[src/ssr_pkg.sv]
// ****************************************************************
// shared constants and carriers
// ****************************************************************
package ssr_pkg;

  // chain length and output latency in rising edges
  localparam int unsigned STAGES     = 8;
  localparam int unsigned LAST_STAGE = STAGES - 1;

  // output buffer geometry
  localparam int unsigned BUF_DEPTH  = 2;

  // probe counter width used by the latency checks
  localparam int unsigned PROBE_W    = 4;
  localparam logic [3:0]  PROBE_IDLE = 4'h0;
  localparam logic [3:0]  PROBE_ONE  = 4'h1;
  localparam logic [3:0]  PROBE_DONE = 4'h8;

  // occupancy of the two-entry buffer
  typedef enum logic [1:0]
  {
    SSR_BUF_EMPTY = 2'b00,
    SSR_BUF_ONE   = 2'b01,
    SSR_BUF_TWO   = 2'b10
  } ssr_fill_e;

  // output level pair, true and complement
  typedef struct packed
  {
    logic level;
    logic level_n;
  } ssr_level_s;

  localparam int unsigned LEVEL_W = $bits(ssr_level_s);

endpackage

[src/ssr_out_buf.sv]
`timescale 1ns/100ps
// ****************************************************************
// two-entry buffer, valid/ready on both sides
// ****************************************************************
module ssr_out_buf
#(
  parameter int unsigned WIDTH = ssr_pkg::LEVEL_W
)
(
  // clock and reset
  input  wire logic             clock,
  input  wire logic             reset,
  // fill side
  input  wire logic             in_valid,
  output logic                  in_ready,
  input  wire logic [WIDTH-1:0] in_data,
  // drain side
  output logic                  out_valid,
  input  wire logic             out_ready,
  output logic [WIDTH-1:0]      out_data
);

  logic [WIDTH-1:0]  mem_q [ssr_pkg::BUF_DEPTH];
  logic              wr_ptr_q;
  logic              rd_ptr_q;
  ssr_pkg::ssr_fill_e fill_q;
  logic              push;
  logic              pop;

  assign in_ready  = (fill_q != ssr_pkg::SSR_BUF_TWO);
  assign out_valid = (fill_q != ssr_pkg::SSR_BUF_EMPTY);
  assign push      = in_valid && in_ready;
  assign pop       = out_valid && out_ready;
  assign out_data  = mem_q[rd_ptr_q];

  // storage carries no reset, only the pointers and fill state do
  always_ff @(posedge clock)
  begin
    if (push)
    begin
      mem_q[wr_ptr_q] <= in_data;
    end
  end

  always_ff @(posedge clock or posedge reset)
  begin
    if (reset)
    begin
      wr_ptr_q <= 1'b0;
      rd_ptr_q <= 1'b0;
    end
    else
    begin
      if (push)
      begin
        wr_ptr_q <= ~wr_ptr_q;
      end
      if (pop)
      begin
        rd_ptr_q <= ~rd_ptr_q;
      end
    end
  end

  always_ff @(posedge clock or posedge reset)
  begin
    if (reset)
    begin
      fill_q <= ssr_pkg::SSR_BUF_EMPTY;
    end
    else
    begin
      unique case (fill_q)
        ssr_pkg::SSR_BUF_EMPTY:
        begin
          if (push)
          begin
            fill_q <= ssr_pkg::SSR_BUF_ONE;
          end
        end
        ssr_pkg::SSR_BUF_ONE:
        begin
          if (push && !pop)
          begin
            fill_q <= ssr_pkg::SSR_BUF_TWO;
          end
          else if (pop && !push)
          begin
            fill_q <= ssr_pkg::SSR_BUF_EMPTY;
          end
        end
        ssr_pkg::SSR_BUF_TWO:
        begin
          if (pop)
          begin
            fill_q <= ssr_pkg::SSR_BUF_ONE;
          end
        end
        default:
        begin
          fill_q <= ssr_pkg::SSR_BUF_EMPTY;
        end
      endcase
    end
  end

endmodule

[src/ssr_shift8.sv]
`timescale 1ns/100ps
// ****************************************************************
// serial-in serial-out shift chain
// ****************************************************************
// Summary of operation
// - eight stages clocked together; serial in at first, only last stage visible
// - each rising shift clock edge moves bits forward and loads first stage
// - first stage loads the AND of both gate inputs
// - level formed while clock low appears after exactly eight rising edges, plus complement
module ssr_shift8
#(
  parameter int unsigned STAGES = ssr_pkg::STAGES
)
(
  // clock and reset
  input  wire logic         clock,
  input  wire logic         reset,
  // serial gate inputs and shift clock pin
  input  wire logic         gate_a,
  input  wire logic         gate_b,
  input  wire logic         shift_clk,
  // last stage outputs
  output logic              q_true,
  output logic              q_comp,
  // stream of shifted-out levels
  output logic              bit_valid,
  input  wire logic         bit_ready,
  output ssr_pkg::ssr_level_s bit_data,
  // back-pressure and drop flag toward the source
  output logic              shift_ready,
  output logic              overflow
);

  // ****************************************************************
  // input gating and edge detection
  // ****************************************************************
  function automatic logic gate_and(input logic a, input logic b);
    gate_and = a & b;
  endfunction

  logic              clk_prev_q;
  logic              gated_low_q;
  logic              shift;
  logic              load_bit;
  logic [STAGES-1:0] chain_q;
  logic              comp_q;
  logic              push_ready;
  ssr_pkg::ssr_level_s push_data;

  assign shift    = shift_clk && !clk_prev_q;
  assign load_bit = gated_low_q;

  // previous pin level, to find the low-to-high transition
  always_ff @(posedge clock or posedge reset)
  begin
    if (reset)
    begin
      clk_prev_q <= 1'b1;
    end
    else
    begin
      clk_prev_q <= shift_clk;
    end
  end

  // and of gates
  // sampled only while the pin is low so the edge uses the level seen while clock was low
  always_ff @(posedge clock or posedge reset)
  begin
    if (reset)
    begin
      gated_low_q <= 1'b0;
    end
    else if (!shift_clk)
    begin
      gated_low_q <= gate_and(gate_a, gate_b);
    end
  end

  // ****************************************************************
  // shift chain
  // ****************************************************************
  // eight stage chain
  // no reset here
  // chain is data, not control; leaving it unreset mirrors the part
  always_ff @(posedge clock)
  begin
    if (shift)
    begin
      chain_q <= {chain_q[STAGES-2:0], load_bit};
    end
  end

  // complement flop
  // separate flop so both outputs come from registers and switch together
  always_ff @(posedge clock)
  begin
    if (shift)
    begin
      comp_q <= ~chain_q[STAGES-2];
    end
  end

  assign q_true = chain_q[STAGES-1];
  assign q_comp = comp_q;

  // ****************************************************************
  // output stream through the buffer
  // ****************************************************************
  // the pin clock cannot be stalled, so a push into a full buffer drops
  assign push_data.level   = chain_q[STAGES-2];
  assign push_data.level_n = ~chain_q[STAGES-2];
  assign shift_ready       = push_ready;

  always_ff @(posedge clock or posedge reset)
  begin
    if (reset)
    begin
      overflow <= 1'b0;
    end
    else
    begin
      overflow <= shift && !push_ready;
    end
  end

  ssr_out_buf
  #(
    .WIDTH (ssr_pkg::LEVEL_W)
  )
  u_out_buf
  (
    .clock     (clock),
    .reset     (reset),
    .in_valid  (shift),
    .in_ready  (push_ready),
    .in_data   (push_data),
    .out_valid (bit_valid),
    .out_ready (bit_ready),
    .out_data  (bit_data)
  );

  // ****************************************************************
  // checks
  // ****************************************************************
  logic [ssr_pkg::PROBE_W-1:0] probe_cnt_q;
  logic                        probe_bit_q;

  // one bit at a time is followed through the chain
  always_ff @(posedge clock or posedge reset)
  begin
    if (reset)
    begin
      probe_cnt_q <= ssr_pkg::PROBE_IDLE;
      probe_bit_q <= 1'b0;
    end
    else if (shift)
    begin
      if (probe_cnt_q == ssr_pkg::PROBE_IDLE || probe_cnt_q == ssr_pkg::PROBE_DONE)
      begin
        probe_cnt_q <= ssr_pkg::PROBE_ONE;
        probe_bit_q <= load_bit;
      end
      else
      begin
        probe_cnt_q <= probe_cnt_q + ssr_pkg::PROBE_ONE;
      end
    end
  end

  property p_latency;
    @(posedge clock) disable iff (reset)
    (probe_cnt_q == ssr_pkg::PROBE_DONE) |-> (q_true == probe_bit_q) && (q_comp == !probe_bit_q);
  endproperty
  a_latency: assert property (p_latency) else $error("output does not match bit loaded eight edges ago");

  property p_gate_zero;
    @(posedge clock) disable iff (reset)
    (!shift_clk && !(gate_a && gate_b)) ##1 shift |=> !chain_q[0];
  endproperty
  a_gate_zero: assert property (p_gate_zero) else $error("low gate input did not load a zero");

  property p_gate_one;
    @(posedge clock) disable iff (reset)
    (!shift_clk && gate_a && gate_b) ##1 shift |=> chain_q[0];
  endproperty
  a_gate_one: assert property (p_gate_one) else $error("both gates high did not load a one");

  property p_advance;
    @(posedge clock) disable iff (reset)
    shift |=> chain_q[STAGES-1:1] === $past(chain_q[STAGES-2:0]);
  endproperty
  a_advance: assert property (p_advance) else $error("chain did not advance on rising edge");

  property p_hold;
    @(posedge clock) disable iff (reset)
    !shift |=> (chain_q === $past(chain_q)) && (q_comp === $past(q_comp));
  endproperty
  a_hold: assert property (p_hold) else $error("chain moved without a rising edge");

  property p_no_clear;
    @(posedge clock) disable iff (reset)
    $fell(reset) && !shift |-> chain_q === $past(chain_q);
  endproperty
  a_no_clear: assert property (p_no_clear) else $error("reset altered the chain");

  property p_overflow;
    @(posedge clock) disable iff (reset)
    shift && !push_ready |=> overflow;
  endproperty
  a_overflow: assert property (p_overflow) else $error("dropped level not flagged");

  // stream word matches last stage
  // checked from an empty buffer only, where the new word becomes the head
  property p_stream;
    @(posedge clock) disable iff (reset)
    shift && push_ready && !bit_valid |=> bit_valid && (bit_data === {q_true, q_comp});
  endproperty
  a_stream: assert property (p_stream) else $error("stream word does not match last stage");

  property p_stream_hold;
    @(posedge clock) disable iff (reset)
    bit_valid && !bit_ready |=> bit_valid && (bit_data === $past(bit_data));
  endproperty
  a_stream_hold: assert property (p_stream_hold) else $error("stalled stream word changed");

endmodule

[config.mk]
export PLATFORM = sky130hd
export DESIGN_NAME = ssr_shift8
export DESIGN_NICKNAME = d
export VERILOG_FILES = /design/src/ssr_pkg.sv /design/src/ssr_out_buf.sv /design/src/ssr_shift8.sv
export SDC_FILE = /design/constraint.sdc
export NUM_CORES = 1
export LEC_CHECK = 0
export BUFFER_PORTS_ARGS = -buffer_cell sky130_fd_sc_hd__buf_4
export CAP_MARGIN = 20
export CORE_ASPECT_RATIO = 1.2
export CORE_MARGIN = 2
export CORE_UTILIZATION = 30
export CTS_CLUSTER_SIZE = 40
export DETAILED_ROUTE_END_ITERATION = 16
export SLEW_MARGIN = 0
export SYNTH_ARGS = -nofsm -noshare
export SYNTH_HDL_FRONTEND = slang
export SYNTH_SLANG_ARGS = --single-unit
[constraint.sdc]
create_clock -name clock -period 1.6 [get_ports clock]
set_input_delay 0.32 -clock clock [delete_from_list [all_inputs] [get_ports clock]]
set_output_delay 0.32 -clock clock [all_outputs]
set_load 0.02 [all_outputs]
==> run summary <==
Clk buf depth: 2
Peak VDD IR: 0.6575 mV
Worst Path Max Fanout: 3
Mean area per synthesized cell: 16.49 sq um
Metal1 wirelength: 511 um
Cells after Synth: 45
Vias post-DR: 374
Starting Density: 31.85%
Power Density: 1182 nW/um^2
EDFF count, synth: 13
Total grt overflow: 0
Commonest non-fill, non-tap cells in the layout: edfxtp_1, buf_4, dfrtp_1
Data arrival time of the worst path: 1190 ps
Synthesized Nets: 51
Rows: 19
Final core occ: 38.78%
Clk sinks: 20
Min Hold Slack: 156.5 ps
Fin crit share: 94.26%
Register area share after synthesis: 76.39%
Uppermost routed layer: met3
Synth cell types: 21
Clk slew on worst S/H paths: 100 ps
Area grow syn2layout: 21.75%
Drt via density: 4.022
Setup violators final: 0
Fin Clk Skew: 6.916 ps
CTS Buf Count: 3
Max-slew headroom: 82.45%
Largest net degree at the start of global routing: 12
DP HPWL: 733.6 um
Setup bufs post-CTS: 0
Port bufs: 12
DRT Pass-1 Iters: 3
FFs w/ async S/R, synth: 35.00%
Final Hold Vio Count: 0
Routed length per instance: 10.77 um
WS Path Type: reg2out
Final net count: 69
IO Pins: 13
Die Ht: 58.48 um
Vias in the first global route: 404
Core footprint: 2330 sq um
Yosys reg bits: 20
Min Tclk post-route: 1508 ps
Initial antenna violation count: 0
Width of the die: 49.40 um
HP Class: in2reg
Reg2Reg Setup Slack: 390 ps
Leak: 0.3619 nW
Mapped Area: 742.0 sq um
RSZ-0062 raised after global routing: false
# DRC: 0
Root Driver: clkbuf_4
H-tree depth: 1
Reg-to-reg startpoint: u_out_buf.fill_q[0]
Worst EP required: 1280 ps
Antenna Nets Post-Route: 0
Die Area: 2889 sq um
Post-synth top flop: edfxtp_1
Outcome: finished, final reports clean
Initial DRC count: 3
Routed WL: 1.002 mm
Slew @ Worst Pin: 260.9 ps
R2R cell count: 3
CTS tree: yes
First-pass GRT wire length: 1.835 mm
Share of cells above drive strength 1: 35.48%
Dpl cells: 88
Worst Setup End Kind: output pin
Worst Setup SP: u_out_buf.rd_ptr_q
Register area: 566.8 sq um
Routed length on met3: 48 um
F_max: 663.0 MHz
Worst-skew pair later-pin latency: 290 ps
Max cap viols: 0
WL met2: 441 um
Slew Limit Fails: 0
Multi-input gate area: 152.6 sq um
Ant diodes: 0
GPL Wtd Cong: 0.7055
GRT Util Overall: 8.375%
Fillers: 236
Non-filler instance count after layout: 93
Critical Path End: bit_data[0]
Ys Warns: 0
Reg2reg end: u_out_buf.mem_q[0][0]
Crit path launch type: flip-flop
Final TNS setup: 0 ps
## area by class of cell
| class | count | share of cell area [%] |
|---|---|---|
| sequential | 20 | 62.74 |
| multi-input combinational | 21 | 16.90 |
| timing repair buffer | 14 | 11.91 |
| tap | 31 | 4.294 |
| clock buffer | 4 | 2.909 |
| inverter | 3 | 1.247 |
## cell usage after synthesis (2+ instances only)
master,number,share of area (%)
inv_1,3,1.5
mux2_2,2,3.0
xnor2_1,2,2.4
edfxtp_1,13,53
nand2_1,4,2.0
dfrtp_1,6,20
## power by group
part / internal, W / switching, W / leakage (nW)
clock: 0.0000967 / 0.000137 / 0.0150
combinational: 0.000100 / 0.0000865 / 0.139
sequential: 0.000610 / 0.0000380 / 0.208
total: 0.000806 / 0.000261 / 0.362
## cell families (layout without fill, tap and decap cells)
logic type	Yosys count	in the layout	synth area share [%]
simple gates	13	13	11.13
compound gates	4	4	4.046
buf+inv	4	21	3.035
mux	2	2	3.035
xor+xnor	2	2	2.361
flops	20	20	76.39
## what timing repair did
| action | CTS | global route |
|---|---|---|
| hold endpoints to repair | 6 | 0 |
| resized for setup | 0 | 0 |
| hold buffers | 1 | 0 |
## critical path: stages, from the launching register on
cell     delay, ps
dfrtp_1        410
mux2_2         350
buf_4          160
## registers in the layout, indices dropped and copies added, names as in the netlist
register,cells
clk_prev_q,1
chain_q,8
u_out_buf.wr_ptr_q,1
q_comp,1
u_out_buf.rd_ptr_q,1
u_out_buf.fill_q,2
gated_low_q,1
u_out_buf.mem_q,4
overflow,1
## worst min path at each step
stage | start | endpoint | depth (start not counted)
after floorplan | reset | gated_low_q | 1
after global placement | reset | gated_low_q | 2
after detailed placement | reset | gated_low_q | 2
after CTS | shift_clk | clk_prev_q | 1
after global routing | shift_clk | clk_prev_q | 1
final | shift_clk | clk_prev_q | 1
## per-stage QoR
stage / instance area [sq um] / worst slack [ps] / total power [W]
2_1_floorplan: 742.0 / 375.6 / 0.0007782
3_5_place_dp: 867.1 / 360.8 / 0.0008447
6_report: 903.4 / 91.80 / 0.001068
3_3_place_gp: 867.1 / 386.2 / 0.0008417
5_1_grt: 903.4 / 35.48 / 0.001125
4_1_cts: 903.4 / 76.53 / 0.001084
## layer usage
layer  track usage (%)  up-vias
met3             2.284        0
met5                 0        -
met1             12.23      175
li1                  -      187
met2             11.78       12
met4             3.571        0
Note: power is estimated with default switching activity, not from simulation.
